`src/shared/timer0_pkg.sv`:
```
// Constants and types shared by the timer/counter and its prescaler
package timer0_pkg;
    // ========================================
    // Register offsets
    localparam logic [7:0] TIMER_COUNT_OFS = 8'h01;
    localparam logic [7:0] TIMER_CONFIG_OFS = 8'h10;
    localparam logic [7:0] PIN_DIRECTION_OFS = 8'h11;
    localparam logic [7:0] TIMER_STATUS_OFS = 8'h12;
    // ========================================
    // Configuration field positions
    localparam int CLOCK_SOURCE_SELECT_BIT = 5;
    localparam int SOURCE_EDGE_SELECT_BIT = 4;
    localparam int PRESCALER_ASSIGNMENT_BIT = 3;
    localparam int PRESCALE_RATIO_LSB = 0;
    localparam int PRESCALE_RATIO_W = 3;
    // ========================================
    // Reset values and sizes
    localparam logic [7:0] TIMER_CONFIG_RST = 8'hff;
    localparam logic [3:0] PIN_DIRECTION_RST = 4'hf;
    localparam int COUNT_PIN = 2;
    localparam int PRESC_W = 8;
    localparam logic [7:0] PRESC_RST = 8'h00;
    // ========================================
    // Timing: inhibit in instruction cycles, delays in clock cycles (one oscillator period)
    localparam logic [1:0] INHIBIT_CYCLES = 2'h2;
    localparam int INCR_DELAY_MIN_TOSC = 3;
    localparam int INCR_DELAY_MAX_TOSC = 7;
    // Four phases make one instruction cycle
    typedef enum logic [1:0] {
        PHASE_Q1 = 2'b00,
        PHASE_Q2 = 2'b01,
        PHASE_Q3 = 2'b10,
        PHASE_Q4 = 2'b11
    } phase_type;
endpackage

```
`src/shared/presc_if.sv`:
```
// Carrier between the timer core and the shared prescaler
`timescale 1ns/1ps
interface presc_if;
    import timer0_pkg::*;
    logic clear;
    logic step;
    logic [PRESCALE_RATIO_W-1:0] ratio;
    logic [PRESC_W-1:0] count;
    logic tap;
    modport core (output clear, output step, output ratio, input count, input tap);
    modport scaler (input clear, input step, input ratio, output count, output tap);
endinterface

```
`src/hw/timer0_core.sv`:
```
// 8-bit timer/counter with shared prescaler and register port
// Operation
// - Source select clear gives timer mode, one step per instruction cycle unscaled.
// - A count write blocks counting for the next two instruction cycles.
// - Source select set gives counter mode, stepping on count pin edges.
// - Edge select zero counts rising pin edges, one counts falling edges.
// - Assignment bit routes the one prescaler to timer (0) or watchdog (1).
// - Prescaler is 8 bits, ratio 1:2 to 1:256 for the timer.
// - With timer assignment, any count register write zeroes the prescaler.
// - With watchdog assignment, the watchdog clear zeroes the prescaler.
// - Software cannot write the prescaler count; with timer assignment status bit 0 reads its sampled tap.
// - Every reset leaves the prescaler at zero.
// - Counter mode samples the pin, or the prescaler output when scaled, on phases Q2 and Q4.
// - Scaled counter mode divides the pin before the phase sampling.
// - Count steps three to seven cycles after an input change.
// - Source select set forces the count pin to input direction.
// - Count register is 8-bit read/write at 01h, kept across reset.
// - Assignment and ratio may change any time without stopping the count.
`timescale 1ns/1ps
module timer0_core import timer0_pkg::*; (
    input wire logic core_clk_i,
    input wire logic reset_n_i,
    input wire logic [7:0] reg_addr_i,
    input wire logic [7:0] reg_wdata_i,
    input wire logic reg_wr_i,
    input wire logic reg_rd_i,
    output logic [7:0] reg_rdata_o,
    input wire logic count_pin_i,
    input wire logic watchdog_clear_i,
    input wire logic watchdog_tick_i,
    output logic watchdog_post_o,
    output logic [3:0] pin_direction_o
);
    // ========================================
    // Helper functions
    // Mask of the low stages that must be full before a watchdog tick passes
    function automatic logic [7:0] ratio_mask(input logic [2:0] r);
        logic [7:0] m;
        m = 8'h01 << r;
        return m - 8'h01;
    endfunction

    // Address match for a strobe
    function automatic logic hit(input logic stb, input logic [7:0] a, input logic [7:0] ofs);
        return stb && (a == ofs);
    endfunction

    // ========================================
    // Declarations
    presc_if ps ();
    logic [7:0] timer_count_r;
    logic [7:0] timer_config_r;
    logic [3:0] pin_direction_r;
    logic [7:0] rdata_r;
    logic [3:0] dir_out_r;
    logic post_pulse_r;
    phase_type phase_r;
    logic [1:0] inhibit_r;
    logic sync1_r;
    logic sync2_r;
    logic sync3_r;
    logic filt_r;
    logic filt_nxt;
    logic pin_prev_r;
    logic samp_r;
    logic count_wr;
    logic config_wr;
    logic clock_source_select;
    logic source_edge_select;
    logic prescaler_assignment;
    logic [2:0] prescale_ratio;
    logic pin_level;
    logic pin_rise;
    logic instr_end;
    logic sample_phase;
    logic src_level;
    logic sample_rise;
    logic step;

    // ========================================
    // Register decode
    assign count_wr = hit(reg_wr_i, reg_addr_i, TIMER_COUNT_OFS);
    assign config_wr = hit(reg_wr_i, reg_addr_i, TIMER_CONFIG_OFS);
    assign clock_source_select = timer_config_r[CLOCK_SOURCE_SELECT_BIT];
    assign source_edge_select = timer_config_r[SOURCE_EDGE_SELECT_BIT];
    assign prescaler_assignment = timer_config_r[PRESCALER_ASSIGNMENT_BIT];
    assign prescale_ratio = timer_config_r[PRESCALE_RATIO_LSB +: PRESCALE_RATIO_W];

    // Configuration: write-only, takes effect on the next edge with the count running
    always_ff @(posedge core_clk_i) begin
        if (!reset_n_i) begin
            timer_config_r <= TIMER_CONFIG_RST;
        end else if (config_wr) begin
            timer_config_r <= reg_wdata_i;
        end
    end

    // Pin direction latch, all inputs after reset
    always_ff @(posedge core_clk_i) begin
        if (!reset_n_i) begin
            pin_direction_r <= PIN_DIRECTION_RST;
        end else if (hit(reg_wr_i, reg_addr_i, PIN_DIRECTION_OFS)) begin
            pin_direction_r <= reg_wdata_i[3:0];
        end
    end

    // Counter mode overrides the count pin to an input
    always_ff @(posedge core_clk_i) begin
        if (!reset_n_i) begin
            dir_out_r <= PIN_DIRECTION_RST;
        end else begin
            dir_out_r <= pin_direction_r;
            dir_out_r[COUNT_PIN] <= pin_direction_r[COUNT_PIN] | clock_source_select;
        end
    end
    assign pin_direction_o = dir_out_r;

    // Read port; prescaler has no address, but under timer assignment status bit 0 holds its sampled tap
    always_ff @(posedge core_clk_i) begin
        if (!reset_n_i) begin
            rdata_r <= 8'h00;
        end else if (hit(reg_rd_i, reg_addr_i, TIMER_COUNT_OFS)) begin
            rdata_r <= timer_count_r;
        end else if (hit(reg_rd_i, reg_addr_i, TIMER_STATUS_OFS)) begin
            rdata_r <= {5'h00, inhibit_r, samp_r};
        end else begin
            rdata_r <= 8'h00;
        end
    end
    assign reg_rdata_o = rdata_r;

    // ========================================
    // Phase generator: four clocks per instruction cycle
    always_ff @(posedge core_clk_i) begin
        if (!reset_n_i) begin
            phase_r <= PHASE_Q1;
        end else begin
            case (phase_r)
                PHASE_Q1: phase_r <= PHASE_Q2;
                PHASE_Q2: phase_r <= PHASE_Q3;
                PHASE_Q3: phase_r <= PHASE_Q4;
                PHASE_Q4: phase_r <= PHASE_Q1;
                default: phase_r <= PHASE_Q1;
            endcase
        end
    end
    assign instr_end = (phase_r == PHASE_Q4);
    assign sample_phase = (phase_r == PHASE_Q2) || (phase_r == PHASE_Q4);

    // ========================================
    // Count pin synchroniser; a level counts once stages two and three agree
    always_ff @(posedge core_clk_i) begin
        if (!reset_n_i) begin
            sync1_r <= 1'b0;
            sync2_r <= 1'b0;
            sync3_r <= 1'b0;
        end else begin
            sync1_r <= count_pin_i;
            sync2_r <= sync1_r;
            sync3_r <= sync2_r;
        end
    end

    // Pulses shorter than two cycles may be missed here
    assign filt_nxt = (sync2_r == sync3_r) ? sync3_r : filt_r;
    always_ff @(posedge core_clk_i) begin
        if (!reset_n_i) begin
            filt_r <= 1'b0;
            pin_prev_r <= 1'b1; // Seen high, so reset never fakes a pin rise
        end else begin
            filt_r <= filt_nxt;
            pin_prev_r <= pin_level;
        end
    end

    // Falling-edge mode inverts the pin so one rise detector serves both
    assign pin_level = filt_r ^ source_edge_select;
    assign pin_rise = pin_level && !pin_prev_r;

    // ========================================
    // Prescaler routing: watchdog ticks, pin edges or instruction cycles
    assign ps.clear = (count_wr && !prescaler_assignment)
        || (watchdog_clear_i && prescaler_assignment);
    assign ps.step = prescaler_assignment ? watchdog_tick_i
        : (clock_source_select ? pin_rise : instr_end);
    assign ps.ratio = prescale_ratio;

    shared_prescaler #(
        .CNT_W(PRESC_W)
    ) u_presc (
        .core_clk_i(core_clk_i),
        .reset_n_i(reset_n_i),
        .ps(ps)
    );

    // Postscaled watchdog tick, silent while the timer owns the prescaler
    always_ff @(posedge core_clk_i) begin
        if (!reset_n_i) begin
            post_pulse_r <= 1'b0;
        end else begin
            post_pulse_r <= prescaler_assignment && watchdog_tick_i && !watchdog_clear_i
                && ((ps.count & ratio_mask(prescale_ratio)) == ratio_mask(prescale_ratio));
        end
    end
    assign watchdog_post_o = post_pulse_r;

    // ========================================
    // Phase sampling of the source; unscaled counter mode sees the pin itself
    assign src_level = prescaler_assignment ? pin_level : ps.tap;
    assign sample_rise = sample_phase && src_level && !samp_r;

    always_ff @(posedge core_clk_i) begin
        if (!reset_n_i) begin
            samp_r <= 1'b1; // Idle pin in falling mode must not count as a rise
        end else if (sample_phase) begin
            samp_r <= src_level;
        end
    end

    // ========================================
    // Write inhibit: two full instruction-cycle ends before counting again
    always_ff @(posedge core_clk_i) begin
        if (!reset_n_i) begin
            inhibit_r <= 2'h0;
        end else if (count_wr) begin
            inhibit_r <= INHIBIT_CYCLES;
        end else if (instr_end && inhibit_r != 2'h0) begin
            inhibit_r <= inhibit_r - 2'h1;
        end
    end

    // Unscaled timer mode steps on each cycle end, all else on sampled rises
    assign step = !count_wr && (inhibit_r == 2'h0)
        && ((!clock_source_select && prescaler_assignment) ? instr_end
        : sample_rise);

    // Count register: no reset, its value survives device resets
    always_ff @(posedge core_clk_i) begin
        if (count_wr) begin
            timer_count_r <= reg_wdata_i;
        end else if (step) begin
            timer_count_r <= timer_count_r + 8'h01;
        end
    end

    // ========================================
    // Checks
    inhibit_load_a: assert property (@(posedge core_clk_i) disable iff (!reset_n_i)
        count_wr |=> inhibit_r == INHIBIT_CYCLES)
        else $error("inhibit not loaded by count write");

    inhibit_hold_a: assert property (@(posedge core_clk_i) disable iff (!reset_n_i)
        (inhibit_r != 2'h0) && !count_wr |=> $stable(timer_count_r))
        else $error("count moved during write inhibit");

    timer_step_a: assert property (@(posedge core_clk_i) disable iff (!reset_n_i)
        !clock_source_select && prescaler_assignment && instr_end && inhibit_r == 2'h0 && !count_wr
        |=> timer_count_r == $past(timer_count_r) + 8'h01)
        else $error("timer mode missed its cycle step");

    phase_sample_a: assert property (@(posedge core_clk_i) disable iff (!reset_n_i)
        clock_source_select && step |-> sample_phase)
        else $error("counter mode stepped off a sample phase");

    pin_delay_a: assert property (@(posedge core_clk_i) disable iff (!reset_n_i)
        clock_source_select && prescaler_assignment && $rose(pin_level) && !samp_r
        && inhibit_r == 2'h0 && !count_wr |-> ##[0:1] sample_rise)
        else $error("pin edge not sampled in time");

    presc_write_a: assert property (@(posedge core_clk_i) disable iff (!reset_n_i)
        count_wr && !prescaler_assignment |=> ps.count == PRESC_RST)
        else $error("count write left prescaler set");

    presc_watchdog_clear_a: assert property (@(posedge core_clk_i) disable iff (!reset_n_i)
        watchdog_clear_i && prescaler_assignment |=> ps.count == PRESC_RST)
        else $error("watchdog clear left prescaler set");

    presc_owner_a: assert property (@(posedge core_clk_i) disable iff (!reset_n_i)
        prescaler_assignment && !watchdog_tick_i && !watchdog_clear_i && !config_wr
        |=> $stable(ps.count))
        else $error("prescaler moved without a watchdog tick");

    dir_override_a: assert property (@(posedge core_clk_i) disable iff (!reset_n_i)
        clock_source_select |=> pin_direction_o[COUNT_PIN])
        else $error("count pin not forced to input");

    count_wrap_a: assert property (@(posedge core_clk_i) disable iff (!reset_n_i)
        step && timer_count_r == 8'hff |=> timer_count_r == 8'h00)
        else $error("count did not wrap to zero");
endmodule // timer0_core

```
`src/hw/shared_prescaler.sv`:
```
// Shared 8-bit prescaler counter with ratio tap
`timescale 1ns/1ps
module shared_prescaler import timer0_pkg::*; #(
    parameter int CNT_W = PRESC_W
) (
    input wire logic core_clk_i,
    input wire logic reset_n_i,
    presc_if.scaler ps
);
    // ========================================
    // Elaboration check
    // The tap select covers eight stages, so a narrower counter cannot serve
    if (CNT_W != PRESC_W) begin : g_width_check
        $error("shared_prescaler: CNT_W must equal PRESC_W");
    end

    logic [CNT_W-1:0] cnt_r;

    // ========================================
    // Counter: reset and clear win over a step
    always_ff @(posedge core_clk_i) begin
        if (!reset_n_i) begin
            cnt_r <= PRESC_RST;
        end else if (ps.clear) begin
            cnt_r <= PRESC_RST;
        end else if (ps.step) begin
            cnt_r <= cnt_r + 1'b1;
        end
    end

    // Ratio picks a ripple stage; each stage output is a square wave
    assign ps.count = cnt_r;
    assign ps.tap = cnt_r[ps.ratio];

    presc_reset_a: assert property (@(posedge core_clk_i) !reset_n_i |=> cnt_r == PRESC_RST)
        else $error("prescaler not zero after reset");
endmodule // shared_prescaler

```
`config.mk`:
```
export PLATFORM = sky130hd
export DESIGN_NAME = timer0_core
export DESIGN_NICKNAME = d
export VERILOG_FILES = /design/src/shared/timer0_pkg.sv /design/src/shared/presc_if.sv /design/src/hw/timer0_core.sv /design/src/hw/shared_prescaler.sv
export SDC_FILE = /design/constraint.sdc
export NUM_CORES = 1
export LEC_CHECK = 0
export BUFFER_PORTS_ARGS = -buffer_cell sky130_fd_sc_hd__clkbuf_2
export CORE_MARGIN = 2
export CORE_UTILIZATION = 25
export DETAILED_ROUTE_END_ITERATION = 6
export MAX_ROUTING_LAYER = met4
export SLEW_MARGIN = 10
export SYNTH_ARGS = -nofsm -noshare
export SYNTH_HDL_FRONTEND = slang
export SYNTH_HIERARCHICAL = 1
export SYNTH_SLANG_ARGS = --single-unit
```
`constraint.sdc`:
```
create_clock -name core_clk_i -period 4.8 [get_ports core_clk_i]
set_input_delay 0.48 -clock core_clk_i [delete_from_list [all_inputs] [get_ports core_clk_i]]
set_output_delay 0.48 -clock core_clk_i [all_outputs]
set_load 0.01 [all_outputs]
```
==> results of run 1 <==
[per-stage QoR]
| stage | hold slack (ns) | std cells | setup WS, ns | utilization |
|---|---|---|---|---|
| after floorplan | 0.4035 | 214 | 2.795 | - |
| after global placement | 0.4174 | 351 | 2.623 | 0.2866 |
| after detailed placement | 0.4178 | 351 | 2.569 | 0.2866 |
| after CTS | 0.3821 | 359 | 2.561 | 0.2970 |
| after global routing | 0.3953 | 359 | 2.266 | 0.2970 |
| final | 0.3917 | 359 | 2.576 | 0.2970 |
[flip-flops by register name, indices dropped and copies added, names as in the netlist]
register          flops
pin_direction_o       4
u_presc/ps.count      8
filt_r                1
sync1_r               1
pin_prev_r            1
pin_direction_r       4
timer_count_r         8
phase_r               2
watchdog_post_o       1
samp_r                1
timer_config_r        6
reg_rdata_o           8
sync2_r               1
sync3_r               1
inhibit_r             2
[worst min-delay path by stage]
stage | to | from | slack, ns | cells after the start
detailed placement | pin_direction_o[0] | pin_direction_r[0] | 0.42 | 1
floorplan | pin_direction_o[0] | pin_direction_r[0] | 0.40 | 1
global placement | sync2_r | sync1_r | 0.42 | 1
CTS | sync1_r | count_pin_i | 0.38 | 2
global route | sync1_r | count_pin_i | 0.40 | 2
finish | sync1_r | count_pin_i | 0.39 | 2
[worst max-delay path: cells and delay by family, from the launching register on]
family	cells	cell delay, ns
AOI/OAI and AO/OA	2	0.79
DFF	1	0.37
adders and majority gates	1	0.24
and+or+nand+nor	2	0.66
muxes	1	0.09
[layout by cell type, fill, tap and decap left out, types with 9 or more instances in the layout]
cell type,Yosys,layout
and2_1,9,9
o21ai_0,9,9
clkbuf_2,0,35
a21oi_1,12,12
dfxtp_1,41,41
nor2_1,20,20
nand2_1,19,19
mux2i_1,9,9
[report_power, final]
group | switching (mW) | total [mW] | internal [mW]
Clock | 0.130 | 0.247 | 0.118
Combinational | 0.0397 | 0.0751 | 0.0354
Sequential | 0.0139 | 0.450 | 0.436
Total | 0.183 | 0.773 | 0.590
[final cells by class]
cell class	instances	area, µm²
flip-flops and latches	49	1061
fillers	908	6071
well taps	108	135.1
repair buffers	35	175.2
clock buffers	8	90.09
multi-input cells	154	1085
inverters	5	18.77
[kinds of logic (layout without fill, tap and decap cells)]
logic type	count (synthesis)	after routing	share of synthesized area
simple gates	88	88	0.2313
xor+xnor	12	12	0.04786
mux	16	16	0.09231
flops	49	49	0.4832
compound gates	31	31	0.08262
buf+inv	11	48	0.02279
fa+ha+maj	7	7	0.03988
[routing by layer]
| metal | vias up | GRT usage | part of all wire |
|---|---|---|---|
| li1 | 820 | - | - |
| met1 | 749 | 0.1134 | 0.47 |
| met2 | 26 | 0.1576 | 0.47 |
| met3 | 6 | 0.03525 | 0.049 |
| met4 | 0 | 0.02244 | 0.011 |
| met5 | - | - | 0 |
==> impl_metrics.tcl, run 1 <==
set metrics [dict create \
    slew_headroom 0.4629 \
    die_h_um 97.72 \
    cp-end-kind "register" \
    p_total_mw 0.7727 \
    vias_per_cell 4.460 \
    layout-drive-gt1-share 0.2032 \
    yosys-top-cells-count "dfxtp_1, nor2_1, nand2_1" \
    io_pins 36 \
    first_iter_violations 56 \
    crit_path_start "phase_r[0]" \
    synthTopCellsByArea "dfxtp_1, edfxtp_1, mux2i_1" \
    slowest_delay_ns 0.63 \
    critPathMaxFanout 6 \
    min_path_type "in2reg" \
    rows 34 \
    yosysMostFrequentCell "dfxtp_1" \
    min_period_ns 2.224 \
    numCtsBuffers 5 \
    r2r_cells 6 \
    worst_ep_required_time_ns 5.02 \
    ys_seq_area_frac 0.4832 \
    wire_per_inst_um 11.80 \
    insertion_delay_ns 0.30 \
    ys.flop_type "dfxtp_1" \
    cts.sinks 49 \
    routed_wl_mm 4.235 \
    clk_transition_reported_paths_ns 0.08 \
    htreeDepth 2 \
    critical_path_arrival_ns 2.45 \
    postLayoutCellArea_um2 2565 \
    drt_pass1_iterations 4 \
    yosysWarnings 6 \
    netlist_instances 214 \
    max_freq_mhz 449.6 \
    synth_edf_count 8 \
    p_per_area_nw_per_um2 301.3 \
    start_kind "register" \
    r2r-end "u_presc/ps.count[7]" \
    fin_nets 280 \
    tritoncts "done" \
    finalHoldViolCount 0 \
    async_flop_share 0 \
    maxCapViolations 0 \
    status "completed" \
    synth_fp_nets 244 \
    slowest_stage "o21ai_0" \
    antenna_found_initial 0 \
    drv_slew 0 \
    skew_ns 0.007234 \
    post-cts-setup-buffers 0 \
    grt_usage 0.09628 \
    port_buffers 35 \
    grt_pass1_wl_mm 7.279 \
    finalSetupViolCount 0 \
    path_cells "ha_1 -> mux2i_1 -> o21ai_0 -> nand4_2 -> or3_1 -> a21oi_1" \
    ys_ff_latch 49 \
    peakVddDrop_mv 0.1090 \
    avgSynthCellArea_um2 10.26 \
    ant_nets 0 \
    synth_top_area_share 0.3738 \
    start_util 0.2543 \
    area_growth_pct 16.81 \
    placed_area_um2 2475 \
    grt_max_degree 29 \
    cts_hold_buf 0 \
    n_antenna_cell 0 \
    route.detailed.drc 0 \
    cts-resized-gates 0 \
    fp.dieW_um 97.72 \
    gp_congestion 0.7962 \
    clockBufferDepth 2 \
    worstMarginPinSlew_ns 0.7972 \
    yosysTopAreaCell "dfxtp_1" \
    tns_ns 0 \
    syn_area_um2 2196 \
    core_um2 8636 \
    die-area_um2 9549 \
    gr-total-overflow 0 \
    ys_types 40 \
    cp-endpoint "u_presc/ps.count[7]" \
    detailed_place_hpwl_mm 3.246 \
    vias 1601 \
    root_buffer "clkbuf_8" \
    p_leak_nw 1.060 \
    rsz0062_at_grt "no" \
    grt_pass1_vias 1563 \
    r2r_slack_ns 2.58 \
    period_share 0.4633 \
    path_class "reg2reg" \
    r2r_start "phase_r[0]" \
]
Power figures use the tool's default switching activity.
==> run 2, diff against run 1 <==
Clock period 4.8 ns to 2.1 ns, I/O delays scaled along.
==> run 2 against run 1 <==
  * Die area unchanged
  * Worst setup slack got worse by 2.4 ns
  * Hold slack got worse by 0.28 ns
  * Via count grew 3.4%
  * Maximum frequency increased by 13%
  * Cell count is 2.2% higher
==> impl_metrics.tcl, run 2 (synthesis gave the netlist of run 1 again) <==
set metrics [dict create \
    min_period_ns 1.968 \
    postLayoutCellArea_um2 2619 \
    start_kind "register" \
    worst_ep_required_time_ns 2.16 \
    port_buffers 35 \
    rows 34 \
    grt_pass1_wl_mm 7.272 \
    clockBufferDepth 2 \
    core_um2 8636 \
    status "completed" \
    finalSetupViolCount 0 \
    detailed_place_hpwl_mm 3.375 \
    placed_area_um2 2535 \
    hold_end "sync1_r" \
    drt_pass1_iterations 4 \
    r2r-end "timer_count_r[0]" \
    clk_transition_reported_paths_ns 0.09 \
    skew_ns 0.005518 \
    critical_path_arrival_ns 2.03 \
    fin_nets 288 \
    critPathMaxFanout 8 \
    period_share 0.9372 \
    min_path_type "in2reg" \
    vias_per_cell 4.510 \
    wire_per_inst_um 11.68 \
    cts.sinks 49 \
    max_freq_mhz 508.1 \
    cts_hold_buf 0 \
    area_growth_pct 19.26 \
    ant_nets 0 \
    dpl.cell_count 359 \
    layout_commonest_cell "dfxtp_1" \
    grt_pass1_vias 1577 \
    r2r_start "timer_config_r[0]" \
    route.detailed.drc 0 \
    die_h_um 97.72 \
    routed_wl_mm 4.287 \
    post-route-util 0.3032 \
    start_util 0.2543 \
    post-cts-setup-buffers 0 \
    layout-drive-gt1-share 0.2355 \
    die-area_um2 9549 \
    grt_max_degree 29 \
    fin_cells 367 \
    p_per_area_nw_per_um2 662.1 \
    finalHoldViolCount 0 \
    slowest_delay_ns 0.56 \
    io_pins 36 \
    tns_ns 0 \
    drv_slew 0 \
    grt_usage 0.09473 \
    insertion_delay_ns 0.30 \
    rsz0062_at_grt "no" \
    first_iter_violations 43 \
    place_ws_ns 0.09332 \
    n_antenna_cell 0 \
    path_class "reg2reg" \
    path_cells "mux4_1 -> mux2_4 -> nor2_1 -> a211oi_1 -> nand4b_1 -> o211ai_1 -> buf_4" \
    p_leak_nw 1.099 \
    antenna_found_initial 0 \
    cts-resized-gates 0 \
    fp.dieW_um 97.72 \
    peakVddDrop_mv 0.2739 \
    tritoncts "done" \
    numCtsBuffers 5 \
    cp-end-kind "register" \
    root_buffer "clkbuf_8" \
    vias 1655 \
    slowest_stage "mux4_1" \
    holdPathStages 2 \
    slew_headroom 0.6431 \
    min-delay-start "count_pin_i" \
    htreeDepth 2 \
    setup_slack_ns 0.1319 \
    r2r_cells 7 \
    final_cell_mix "dfxtp_1, clkbuf_2, nor2_1" \
    worstMarginPinSlew_ns 0.5354 \
    maxCapViolations 0 \
    gr-total-overflow 0 \
    r2r_slack_ns 0.13 \
    gp_congestion 0.8533 \
]
[run 2: how the worst max path moves through the flow]
stage / start / end / cells past startpoint
after floorplan: timer_config_r[0] / timer_count_r[0] / 6
after CTS: timer_config_r[0] / timer_count_r[7] / 7
final: timer_config_r[0] / timer_count_r[0] / 7
after global routing: timer_config_r[0] / timer_count_r[4] / 7
after detailed placement: timer_config_r[0] / timer_count_r[7] / 7
after global placement: timer_config_r[0] / timer_count_r[7] / 7
[run 2: power by group]
part / total, mW / leakage, nW / internal [mW] / switching (mW)
registers: 1.03 / 0.404 / 0.997 / 0.0311
clock network: 0.524 / 0.0450 / 0.231 / 0.293
logic: 0.182 / 0.650 / 0.0865 / 0.0952
[run 2: metrics by stage]
stage / hold WS [ns] / power, mW
5_1_grt: 0.1217 / 1.830
2_1_floorplan: 0.2990 / 1.160
3_5_place_dp: 0.4193 / 1.235
4_1_cts: 0.1108 / 1.766
6_report: 0.1152 / 1.734
3_3_place_gp: 0.4164 / 1.226
[run 2: final cells by class]
| cell class | instances | area, µm² |
|---|---|---|
| clock buffer | 6 | 72.57 |
| tap | 108 | 135.1 |
| sequential | 49 | 1062 |
| clock inverter | 2 | 10.01 |
| timing repair buffer | 43 | 235.2 |
| multi-input combinational | 154 | 1085 |
| inverter | 5 | 18.77 |
| fill | 898 | 6017 |
[run 2: worst max-delay path, delay by kind of cell (launching register included)]
kind	cells	cell delay (ns)
DFF	1	0.36
AOI/OAI and AO/OA	2	0.15
muxes	2	0.84
and+or+nand+nor	2	0.21
buffers and inverters	1	0.18
[run 2: per-layer routing]
layer / GRT usage / wire length, µm / vias to the layer above
li1: - / - / 835
met1: 0.1161 / 2011 / 780
met2: 0.1538 / 2003 / 38
met3: 0.03309 / 249 / 2
met4: 0.01603 / 21 / 0
met5: - / 0 / -
